$ cat src/rtl/spt_defs.svh
`ifndef SPT_DEFS_SVH
`define SPT_DEFS_SVH
// Translator state numbering, 0-based index (index 0 is home state 1)
`define SPT_HOME_IDX 3'h0
`define SPT_ONE_STEP 3'h1
`define SPT_TWO_STEP 3'h2
// Home phase pattern, A is bit 3 down to D at bit 0
`define SPT_HOME_PHASE 4'h5
`define SPT_PHASE_OFF 4'h0
// Input synchroniser depth
`define SPT_SYNC_STAGES 3
`endif

$ cat src/rtl/spt_pkg.sv
`default_nettype none
package spt_pkg;
   // Sequencing mode decoded from the select level and state parity
   typedef enum logic [1:0] {
      SPT_MODE_HALF = 2'h0,
      SPT_MODE_NORMAL = 2'h1,
      SPT_MODE_WAVE = 2'h3
   } spt_mode_t;
endpackage
`default_nettype wire

$ cat src/rtl/spt_in_sync.sv
`timescale 1ns/1ps
`default_nettype none
`include "spt_defs.svh"
module spt_in_sync #(
   parameter int WIDTH = 4
) (
   input wire logic clk_sys,
   input wire logic rstn,
   input wire logic [WIDTH-1:0] async_in,
   output logic [WIDTH-1:0] sync_out
);
   logic [WIDTH-1:0] s1_r;
   logic [WIDTH-1:0] s2_r;
   logic [WIDTH-1:0] s3_r;
   logic [WIDTH-1:0] out_r;
   logic [WIDTH-1:0] out_nxt;

   // Value counts only once stages two and three agree, filtering one-cycle glitches
   genvar gi;
   generate
      for (gi = 0; gi < WIDTH; gi++) begin : g_bit
         assign out_nxt[gi] = (s2_r[gi] == s3_r[gi]) ? s3_r[gi] : out_r[gi];
      end
   endgenerate

   ////////////////////////////////////////////////////////////////////////////////
   // Three-stage chain; first stage feeds only the second
   always_ff @(posedge clk_sys) begin
      if (!rstn) begin
         s1_r <= '0;
         s2_r <= '0;
         s3_r <= '0;
         out_r <= '0;
      end else begin
         s1_r <= async_in;
         s2_r <= s1_r;
         s3_r <= s2_r;
         out_r <= out_nxt;
      end
   end
   assign sync_out = out_r;
endmodule
`default_nettype wire

$ cat src/rtl/spt_translator.sv
`timescale 1ns/1ps
`default_nettype none
`include "spt_defs.svh"
// Operation
// One state move per rising step edge; falling edge does nothing.
// Clockwise walks the sequence forward; anticlockwise walks it backward.
// Reset low forces home state 1 with phase lines 0101.
// Select high: half-step, visiting all eight states in turn.
// Select low in odd state: jump two states, two-phase-on drive.
// Two-phase-on mode keeps both inhibit outputs high.
// Select low in even state: jump two states, one-phase-on drive.
// Enable low forces inhibits and phase lines low.
// Direction sampled in step with stepping logic; changes never corrupt state.
// Half-step and wave: inhibit low for a de-energised winding pair.
// Fixed eight-entry phase table; odd states drive both pairs.
module spt_translator (
   input wire logic clk_sys,
   input wire logic rstn,
   input wire logic step_in,
   input wire logic rotation_direction,
   input wire logic half_select,
   input wire logic translator_rstn,
   input wire logic enable,
   output logic [3:0] phase_lines,
   output logic inhibit_pair_one,
   output logic inhibit_pair_two,
   output logic [2:0] state_index
);
   logic [3:0] pins_sync;
   logic step_s;
   logic dir_s;
   logic half_s;
   logic trst_n_s;
   logic step_d_r;
   logic [2:0] state_r;
   logic [2:0] state_nxt;
   logic [3:0] phase_r;
   logic [3:0] phase_nxt;
   logic inh_one_r;
   logic inh_two_r;
   logic inh_one_nxt;
   logic inh_two_nxt;
   logic step_rise;
   logic [2:0] stride;
   spt_pkg::spt_mode_t mode;
   logic [3:0] table_phase;

   ////////////////////////////////////////////////////////////////////////////////
   // Pin inputs cross into the system clock; enable also from a pin
   spt_in_sync #(
      .WIDTH(4)
   ) u_sync (
      .clk_sys(clk_sys),
      .rstn(rstn),
      .async_in({translator_rstn, half_select, rotation_direction, step_in}),
      .sync_out(pins_sync)
   );
   logic [0:0] en_sync;
   spt_in_sync #(
      .WIDTH(1)
   ) u_sync_en (
      .clk_sys(clk_sys),
      .rstn(rstn),
      .async_in(enable),
      .sync_out(en_sync)
   );

   assign step_s = pins_sync[0];
   assign dir_s = pins_sync[1];
   assign half_s = pins_sync[2];
   assign trst_n_s = pins_sync[3];

   ////////////////////////////////////////////////////////////////////////////////
   // Phase table, A is bit 3; odd states (even index) drive one line per pair
   function automatic logic [3:0] spt_phase(input logic [2:0] idx);
      logic [3:0] p;
      p = `SPT_PHASE_OFF;
      unique case (idx)
         3'h0: p = 4'h5; // State 1: A off B on C off D on
         3'h1: p = 4'h4; // State 2: B only
         3'h2: p = 4'h6; // State 3: B and C
         3'h3: p = 4'h2; // State 4: C only
         3'h4: p = 4'ha; // State 5: A and C
         3'h5: p = 4'h8; // State 6: A only
         3'h6: p = 4'h9; // State 7: A and D
         3'h7: p = 4'h1; // State 8: D only
      endcase
      return p;
   endfunction

   // Odd state numbers sit at even indices
   function automatic logic spt_odd_state(input logic [2:0] idx);
      return ~idx[0];
   endfunction

   ////////////////////////////////////////////////////////////////////////////////
   // Mode and next-state decode
   assign mode = half_s ? spt_pkg::SPT_MODE_HALF :
      (spt_odd_state(state_r) ? spt_pkg::SPT_MODE_NORMAL : spt_pkg::SPT_MODE_WAVE);
   // Full step keeps the parity it starts from, so the mode latches itself by position
   assign stride = (mode == spt_pkg::SPT_MODE_HALF) ? `SPT_ONE_STEP : `SPT_TWO_STEP;
   assign step_rise = step_s & ~step_d_r;
   // Direction is the synchronised level at the step edge, so a change is never torn
   // Limitation: a direction change within a few cycles of a step edge may go either way
   assign state_nxt = !step_rise ? state_r :
      (dir_s ? 3'(state_r + stride) : 3'(state_r - stride));
   assign table_phase = spt_phase(state_nxt);

   ////////////////////////////////////////////////////////////////////////////////
   // Inhibits: pair AB is bits 3:2, pair CD bits 1:0; normal mode holds both high
   logic next_odd;
   assign next_odd = spt_odd_state(state_nxt);
   assign phase_nxt = en_sync[0] ? table_phase : `SPT_PHASE_OFF;
   // Inhibit follows pair activity, which also covers the odd states of half-step
   assign inh_one_nxt = en_sync[0] & (((!half_s) && next_odd) | (|table_phase[3:2]));
   assign inh_two_nxt = en_sync[0] & (((!half_s) && next_odd) | (|table_phase[1:0]));

   ////////////////////////////////////////////////////////////////////////////////
   // State and registered outputs; translator reset wins over a step
   // Edge history keeps tracking during translator reset, so its release is no false step
   always_ff @(posedge clk_sys) begin
      if (!rstn || !trst_n_s) begin
         state_r <= `SPT_HOME_IDX;
         phase_r <= `SPT_PHASE_OFF;
         inh_one_r <= 1'b0;
         inh_two_r <= 1'b0;
         step_d_r <= 1'b0;
         if (rstn) begin
            phase_r <= en_sync[0] ? `SPT_HOME_PHASE : `SPT_PHASE_OFF;
            inh_one_r <= en_sync[0];
            inh_two_r <= en_sync[0];
            step_d_r <= step_s;
         end
      end else begin
         state_r <= state_nxt;
         phase_r <= phase_nxt;
         inh_one_r <= inh_one_nxt;
         inh_two_r <= inh_two_nxt;
         step_d_r <= step_s;
      end
   end

   // All outputs come straight from flip-flops, so the power stage never sees a glitch
   assign phase_lines = phase_r;
   assign inhibit_pair_one = inh_one_r;
   assign inhibit_pair_two = inh_two_r;
   assign state_index = state_r;

   ////////////////////////////////////////////////////////////////////////////////
   // Checks
   step_once_a: assert property (@(posedge clk_sys) disable iff (!rstn)
      (trst_n_s && !step_rise) |=> $stable(state_r))
      else $error("state moved without a rising step");
   fwd_move_a: assert property (@(posedge clk_sys) disable iff (!rstn)
      (trst_n_s && step_rise && dir_s) |=> (state_r == 3'($past(state_r) + $past(stride))))
      else $error("forward step wrong");
   rev_move_a: assert property (@(posedge clk_sys) disable iff (!rstn)
      (trst_n_s && step_rise && !dir_s) |=> (state_r == 3'($past(state_r) - $past(stride))))
      else $error("reverse step wrong");
   home_reset_a: assert property (@(posedge clk_sys) disable iff (!rstn)
      (!trst_n_s && en_sync[0]) |=> (state_r == `SPT_HOME_IDX && phase_lines == `SPT_HOME_PHASE))
      else $error("reset did not reach home");
   half_stride_a: assert property (@(posedge clk_sys) disable iff (!rstn)
      (trst_n_s && step_rise && half_s) |=> (state_r[0] != $past(state_r[0])))
      else $error("half step kept parity");
   full_parity_a: assert property (@(posedge clk_sys) disable iff (!rstn)
      (trst_n_s && step_rise && !half_s) |=> (state_r[0] == $past(state_r[0])))
      else $error("full step changed parity");
   normal_inhibit_a: assert property (@(posedge clk_sys) disable iff (!rstn)
      (trst_n_s && en_sync[0] && !half_s && spt_odd_state(state_nxt))
      |=> (inhibit_pair_one && inhibit_pair_two))
      else $error("inhibit low in normal drive");
   wave_inhibit_a: assert property (@(posedge clk_sys) disable iff (!rstn)
      (trst_n_s && en_sync[0] && !half_s && !spt_odd_state(state_nxt))
      |=> (inhibit_pair_one != inhibit_pair_two))
      else $error("wave drive inhibits wrong");
   off_forced_a: assert property (@(posedge clk_sys) disable iff (!rstn)
      !en_sync[0] |=> (phase_lines == 4'h0 && !inhibit_pair_one && !inhibit_pair_two))
      else $error("outputs live while disabled");
   idle_inhibit_a: assert property (@(posedge clk_sys) disable iff (!rstn)
      (trst_n_s && half_s && en_sync[0]) |=> (inhibit_pair_one == (|phase_lines[3:2])))
      else $error("pair one inhibit mismatch");
   // Checked against the state the outputs are loaded with, since a step may land now
   table_odd_a: assert property (@(posedge clk_sys) disable iff (!rstn)
      (en_sync[0] && spt_odd_state(state_nxt))
      |=> ((|phase_lines[3:2]) && (|phase_lines[1:0])))
      else $error("odd state not driving both pairs");

   // Held translator reset keeps the state home
   home_hold_a: assert property (@(posedge clk_sys) disable iff (!rstn)
      (!trst_n_s && !$past(trst_n_s)) |-> (state_r == `SPT_HOME_IDX))
      else $error("state left home during reset");

   // A seen rising edge outside translator reset always moves the state
   step_move_a: assert property (@(posedge clk_sys) disable iff (!rstn)
      (trst_n_s && step_rise) |=> !$stable(state_r))
      else $error("rising step did not move state");

   // A direction change between steps leaves the position alone
   dir_hold_a: assert property (@(posedge clk_sys) disable iff (!rstn)
      (trst_n_s && !step_rise && $changed(dir_s)) |=> $stable(state_r))
      else $error("direction change moved state");

   // Wave drive energises exactly one line
   wave_single_a: assert property (@(posedge clk_sys) disable iff (!rstn)
      (trst_n_s && en_sync[0] && !half_s && !spt_odd_state(state_nxt))
      |=> $onehot(phase_lines))
      else $error("wave drive not single line");

   // Pair two inhibit tracks its pair in even states
   pair_two_idle_a: assert property (@(posedge clk_sys) disable iff (!rstn)
      (trst_n_s && en_sync[0] && !spt_odd_state(state_nxt))
      |=> (inhibit_pair_two == (|phase_lines[1:0])))
      else $error("pair two inhibit mismatch");

   // While enabled some winding is always driven
   live_drive_a: assert property (@(posedge clk_sys) disable iff (!rstn)
      en_sync[0] |=> (phase_lines != `SPT_PHASE_OFF))
      else $error("enabled but no phase driven");

   // Main scenarios worth seeing at least once
   cov_fwd_c: cover property (@(posedge clk_sys) step_rise && dir_s && half_s);
   cov_rev_c: cover property (@(posedge clk_sys) step_rise && !dir_s && !half_s);
   cov_wrap_c: cover property (@(posedge clk_sys) state_r == 3'h7 ##[1:50] state_r == 3'h0);
   cov_off_c: cover property (@(posedge clk_sys) !en_sync[0] ##1 en_sync[0]);
   cov_home_c: cover property (@(posedge clk_sys) !trst_n_s ##1 trst_n_s);
endmodule
`default_nettype wire

$ cat config.mk
export PLATFORM = sky130hd
export DESIGN_NAME = spt_translator
export DESIGN_NICKNAME = d
export VERILOG_FILES = /design/src/rtl/spt_pkg.sv /design/src/rtl/spt_in_sync.sv /design/src/rtl/spt_translator.sv
export VERILOG_INCLUDE_DIRS = /design/src /design/src/rtl
export SDC_FILE = /design/constraint.sdc
export NUM_CORES = 1
export LEC_CHECK = 0
export ABC_CLOCK_PERIOD_IN_PS = 2300
export BUFFER_PORTS_ARGS = -buffer_cell sky130_fd_sc_hd__buf_2
export CORE_ASPECT_RATIO = 0.9
export CORE_MARGIN = 5
export CORE_UTILIZATION = 48
export DETAILED_ROUTE_END_ITERATION = 8
export PLACE_DENSITY = 0.72
export SLEW_MARGIN = 20
export SYNTH_ARGS = -nofsm -noshare
export SYNTH_HDL_FRONTEND = slang
export SYNTH_HIERARCHICAL = 1
export SYNTH_SLANG_ARGS = --single-unit
$ cat constraint.sdc
create_clock -name clk_sys -period 2.3 [get_ports clk_sys]
set_input_delay 0.46 -clock clk_sys [delete_from_list [all_inputs] [get_ports clk_sys]]
set_output_delay 0.46 -clock clk_sys [all_outputs]
set_load 0.01 [all_outputs]
-- After elaboration in Yosys (flattened, before gate mapping)
Memory sizes are Yosys's and may differ from the RTL's.
Cells that the tools add are included.
- flip-flop bits (word level): 30
- ROM bits: 32
- bits of input ports: 7
- output and inout port bits: 9
- memories: 1
- memories (memory ; depth ; bits a word ; rd ports ; clocked after memory_dff ; wr ports ; line ; RTL):
    (no name shown) ; 8 ; 4 ; 1 ; 0 ; 0 ; spt_translator.sv:78 ; unique case (idx)
- add/subtract/negate cells: 2
- eq/ne operators: 5
- muxes and demuxes: 14
- bitwise operators: 7
- reduce and logical (&&, ||, !) cells: 8
- operators with widths (operator ; count):
    3-bit 2-to-1 mux ; 4
    4-bit 2-to-1 mux ; 2
    2-bit 2-to-1 mux ; 3
    1-bit == test ; 5
    1-bit 2-to-1 mux ; 5
    2-bit OR reduction ; 2
    3-bit by 2-bit adder with 3-bit output ; 1
    1-bit bitwise AND ; 3
    1-bit logical NOT ; 3
    3-bit by 2-bit subtractor with 3-bit output ; 1
    2-bit logical NOT ; 1
    1-bit NOT ; 2
    1-bit bitwise OR ; 2
    1-bit logical AND ; 1
    1-bit logical OR ; 1

-- Logic depth before layout (Yosys ltp)
- depth in word-level cells: 12
- depth in mapped cells: 8
- gate-level depth less buffers: 8

-- Hierarchy
The synthesis kept the hierarchy.
- by module, submodules not included (module ; instances ; cells each ; area each (µm²)):
    spt_translator ; 1 ; 50 ; 500.5
    spt_in_sync (u_sync) ; 1 ; 41 ; 481.7
    spt_in_sync (u_sync_en) ; 1 ; 10 ; 116.4

-- Worst setup path before layout
Ideal clock, no wire load.
- path type: register -> register
- from: register u_sync.out_r[2] (netlist: u_sync/sync_out[2])
- to: register phase_r[0] (netlist: phase_lines[0])
- library setup time: 138 ps
- arrival time: 2054 ps
- required time: 2162 ps
- slack: 108 ps
- cell stages (with the launch flop): 9
- buffers on the path: 0
- clock period less this slack: 2192 ps
- path through: dfxtp_1 inv_1 ha_1 nor3b_1 fa_1 and4bb_2 a31o_2 nor4bb_1 a311oi_1
- longest elaborated chain between the ends: 9
- elaborated cells on any way between the ends: 10
- classes of those cells: add/sub: 2; mux: 6; reduce/logical: 1; memory: 1
- ends and longest elaborated chain (element ; line ; RTL):
    from (decl) ; spt_in_sync.sv:15 ; logic [WIDTH-1:0] out_r;
    from (signal assigned) ; spt_in_sync.sv:38 ; out_r <= out_nxt;
    2-bit 2-to-1 mux * ; spt_translator.sv:98 ; assign mode = half_s ? spt_pkg::SPT_MODE_HALF :
    2-bit logical NOT * ; spt_translator.sv:101 ; assign stride = (mode == spt_pkg::SPT_MODE_HALF) ? `SPT_ONE_STEP : `SPT_TWO_STEP;
    2-bit 2-to-1 mux (no source line) * ; n/a ;
    3-bit by 2-bit subtractor with 3-bit output or 3-bit by 2-bit adder with 3-bit output (tied branches) ; spt_translator.sv:106 ; (dir_s ? 3'(state_r + stride) : 3'(state_r - stride));
    3-bit 2-to-1 mux * ; spt_translator.sv:106 ;
    3-bit 2-to-1 mux * ; spt_translator.sv:105 ; assign state_nxt = !step_rise ? state_r :
    memory read 8 x 4 bit * ; n/a ;
    4-bit 2-to-1 mux (no source line) * ; n/a ;
    4-bit 2-to-1 mux * ; spt_translator.sv:122 ; if (!rstn || !trst_n_s) begin
    to (signal assigned) ; spt_translator.sv:124 ; phase_r <= `SPT_PHASE_OFF;
    to (signal assigned) ; spt_translator.sv:129 ; phase_r <= en_sync[0] ? `SPT_HOME_PHASE : `SPT_PHASE_OFF;
    to (signal assigned) ; spt_translator.sv:136 ; phase_r <= phase_nxt;
    to (decl) ; spt_translator.sv:37 ; logic [3:0] phase_r;
Every way passes the cells marked *; elsewhere a longest branch is shown, timed or not.
A chain may end at the register's enable or synchronous reset.

-- Worst setup path in the final report
Ends and elaborated chain as after synthesis.

==> results.yml <==
timing:
  hold_viol: 0
  min_period_over_period_pct: 93.3
  slew_viol_final: 0
  fin_worst_skew_ps: 7.25
  max_slew_margin_pct: 74.3
  setup_violations: 0
  fmax_ghz: 0.466
  setup_ws_ps: 155
  worst_pin_slew_ps: 385
  hold_ws_ps: 342
  rsz0062_at_grt: "no"
  period_needed_ps: 2150
synthesis:
  postSynthCellCount: 101
  ys_seq_elements: 30
  yosys_warnings: 6
  syn-num-nets: 112
  synth_top_area_share_pct: 54.7
  synth_ff_type: "dfxtp_1"
  synth_cell_types: 30
  ys_seq_area_share_pct: 54.7
  synth_edf_count: 0
  avgSynthCellArea_um2: 10.9
  yosysMostFrequentCell: "dfxtp_1"
  synth_area_mm2: 0.00110
  synthTopCellsByArea: "dfxtp_1 55%, and2_2 6.8%, and2_1 3.4%, ha_1 3.4%, a21boi_0 2.7%"
  synthArstFlopShare_pct: 0
  yosysTopAreaCell: "dfxtp_1"
  synth_common_cells: "30 x dfxtp_1, 10 x and2_2, 8 x nand2_1, 6 x and2_1"
grt:
  grt_max_degree: 25
  grt_usage_pct: 11.6
  grt_first_pass_wirelength_mm: 2.96
  antenna_found_initial: 0
  grt_remaining_overflow: 0
  first_global_vias: 735
power_and_ir_drop:
  switching_share_pct: 17.3
  ir_drop_mv: 0.542
  p_per_area_mw_per_mm2: 804
  p_leak_uw: 0.000627
  sequentialPowerShare_pct: 48.5
  comb_power_share_pct: 1.8
  power_uw: 1100
  p_clk_share_pct: 49.7
  switchingPower_uw: 190
  p_int_uw: 910
setup_path:
  critPathSlowestCell: "fa_1"
  slowest_delay_ps: 460
  path_cells: "inv_2 > ha_2 > nor3b_2 > fa_1 > and4bb_2 > a31o_4 > nor4bb_4 > a311oi_2"
  crit_fanout: 3
  critPathCaptureType: "flop"
  arrival_ps: 2330
  crit_path_start_kind: "flop"
  cp.required_ps: 2480
  crit_type: "flop to flop"
  crit_buf_inv: 1
  critical_path.top_delay_family: "simple AND/OR/NAND/NOR gates"
route:
  wl_per_cell_um: 11.5
  antenna_left: 0
  first_pass_iters: 4
  remaining_drc_errors: 0
  vias: 770
  avgViaCountPerCell: 5.03
  drt-initial-drc-count: 5
  wl_mm: 1.76
run:
  cap_viol_max_count: 0
layout:
  syn_to_final_growth_pct: 24.6
  utilization_pct: 62.7
  nFillCells: 182
  n_antenna_cell: 0
  layout.nets: 136
  drive_above_1_share_pct: 40.5
floorplan:
  dieArea_mm2: 0.00335
  die_w_um: 60.4
  pin_count: 16
  initial_core_util_pct: 50.3
  die_height_um: 55.4
  rows: 16
  coreArea_mm2: 0.00218
placement:
  dp_hpwl_mm: 1.21
  gp_congestion: 0.740
  pre_cts_ws_ps: -13.1
  portBuffers: 15
clock_tree:
  cts_tree: "yes"
  clock_sinks: 30
  clk_latency_ps: 320
  cts_buffers: 5
  clock_path_buffers: 2
  cts.reportedPaths.clkPinSlew_ps: 100
  cts_setup_buffers: 0
  clock_tree.root_cell: "clkbuf_4"
  cts_hold_buffers: 0
  htreeDepth: 2
run_status:
  status: "completed"
worst_hold_path:
  hold_class: "input port to flop"
-- worst reg2reg max path: stages (launching register included) --
cell and delay [ps]:
dfxtp_2 340, inv_2 40, ha_2 160, nor3b_2 190, fa_1 460, and4bb_2 250, a31o_4 220, nor4bb_4 280
a311oi_2 60
-- power groups by stage --
stage	Clock, µW	Sequential [µW]	Combinational, µW
floorplan	0	545	12.9
global placement	0	545	19.6
detailed placement	0	546	20.6
CTS	555	534	20.8
global route	582	535	23.6
finish	547	534	20.4
-- repair_timing --
action                     in CTS  in global routing
pin swaps                       0                  4
resized for setup               1                  8
hold endpoints to repair        0                  0
setup endpoints to repair       1                  1
-- final cells by class --
class	count	area [µm²]	area share [%]
multi-input cells	65	505	36.9
clock buffers	6	51.3	3.75
flip-flops and latches	30	602	44.0
clock inverters	2	60.1	4.39
well taps	27	33.8	2.47
inverters	5	18.8	1.37
repair buffers	18	97.6	7.13
-- worst paths after layout --
| check | start | endpoint | slack [ps] | depth (start not counted) |
|---|---|---|---|---|
| setup / recovery | u_sync/sync_out[2] | phase_lines[0] | 150 | 8 |
| hold / removal | enable | u_sync_en/s1_r | 340 | 2 |
| setup reg to reg | u_sync/sync_out[2] | phase_lines[0] | 150 | 8 |
| hold reg to reg | u_sync_en/s1_r | u_sync_en/s2_r | 440 | 1 |
-- cell usage in the layout, fill, tap and decap left out --
master and instances:
ha_1 2, o21ai_1 2, a21boi_0 4, nand2b_4 1, fa_1 1, and2_4 1
or3_4 1, dfxtp_2 1, nor3_1 1, nand3_1 1, nor3b_2 1, a31o_2 1
a21boi_1 1, xnor2_1 1, mux2_2 1, inv_1 4, nand2_1 8, nor4bb_4 1
a21oi_1 4, dfxtp_1 29, clkbuf_4 5, a31oi_1 1, nor2_1 4, a31o_4 1
and2_1 6, and2_2 10, and4bb_2 2, o21ai_0 4, bufinv_16 2, clkbuf_8 1
nand3b_1 1, ha_2 1, buf_4 3, a211oi_2 1, a311oi_2 1, buf_2 15
nor2b_1 1, inv_2 1
-- sequential cells by signal, indices dropped and copies added, names as in the netlist --
register / count
inhibit_pair_one: 1
inhibit_pair_two: 1
phase_lines: 4
state_index: 3
step_d_r: 1
u_sync/s1_r: 4
u_sync/s2_r: 4
u_sync/s3_r: 4
u_sync/sync_out: 4
u_sync_en/s1_r: 1
u_sync_en/s2_r: 1
u_sync_en/s3_r: 1
u_sync_en/sync_out: 1
-- kinds of logic (layout without fill, tap and decap cells) --
family	after synthesis	after routing	synth area share, %
buf+inv	6	31	2.73
flops	30	30	54.7
xor+xnor	1	1	0.797
simple gates	39	39	23.5
compound gates	20	20	12.1
mux	1	1	1.02
fa+ha+maj	4	4	5.24
-- metrics by stage --
step	area (µm²)	cells	TNS, ps
floorplan	1100	101	0
global placement	1220	145	0
detailed placement	1220	145	-13.1
CTS	1340	153	0
global route	1370	153	0
finish	1370	153	0
-- metal layers --
metal / up-vias / global-route usage (%) / routed length (µm)
met1: 360 / 12.9 / 788
met4: 0 / 5.26 / 19
met3: 4 / 6.06 / 116
li1: 388 / - / -
met5: - / 0 / 0
met2: 18 / 17.9 / 836
Note: power is estimated with default switching activity, not from simulation.
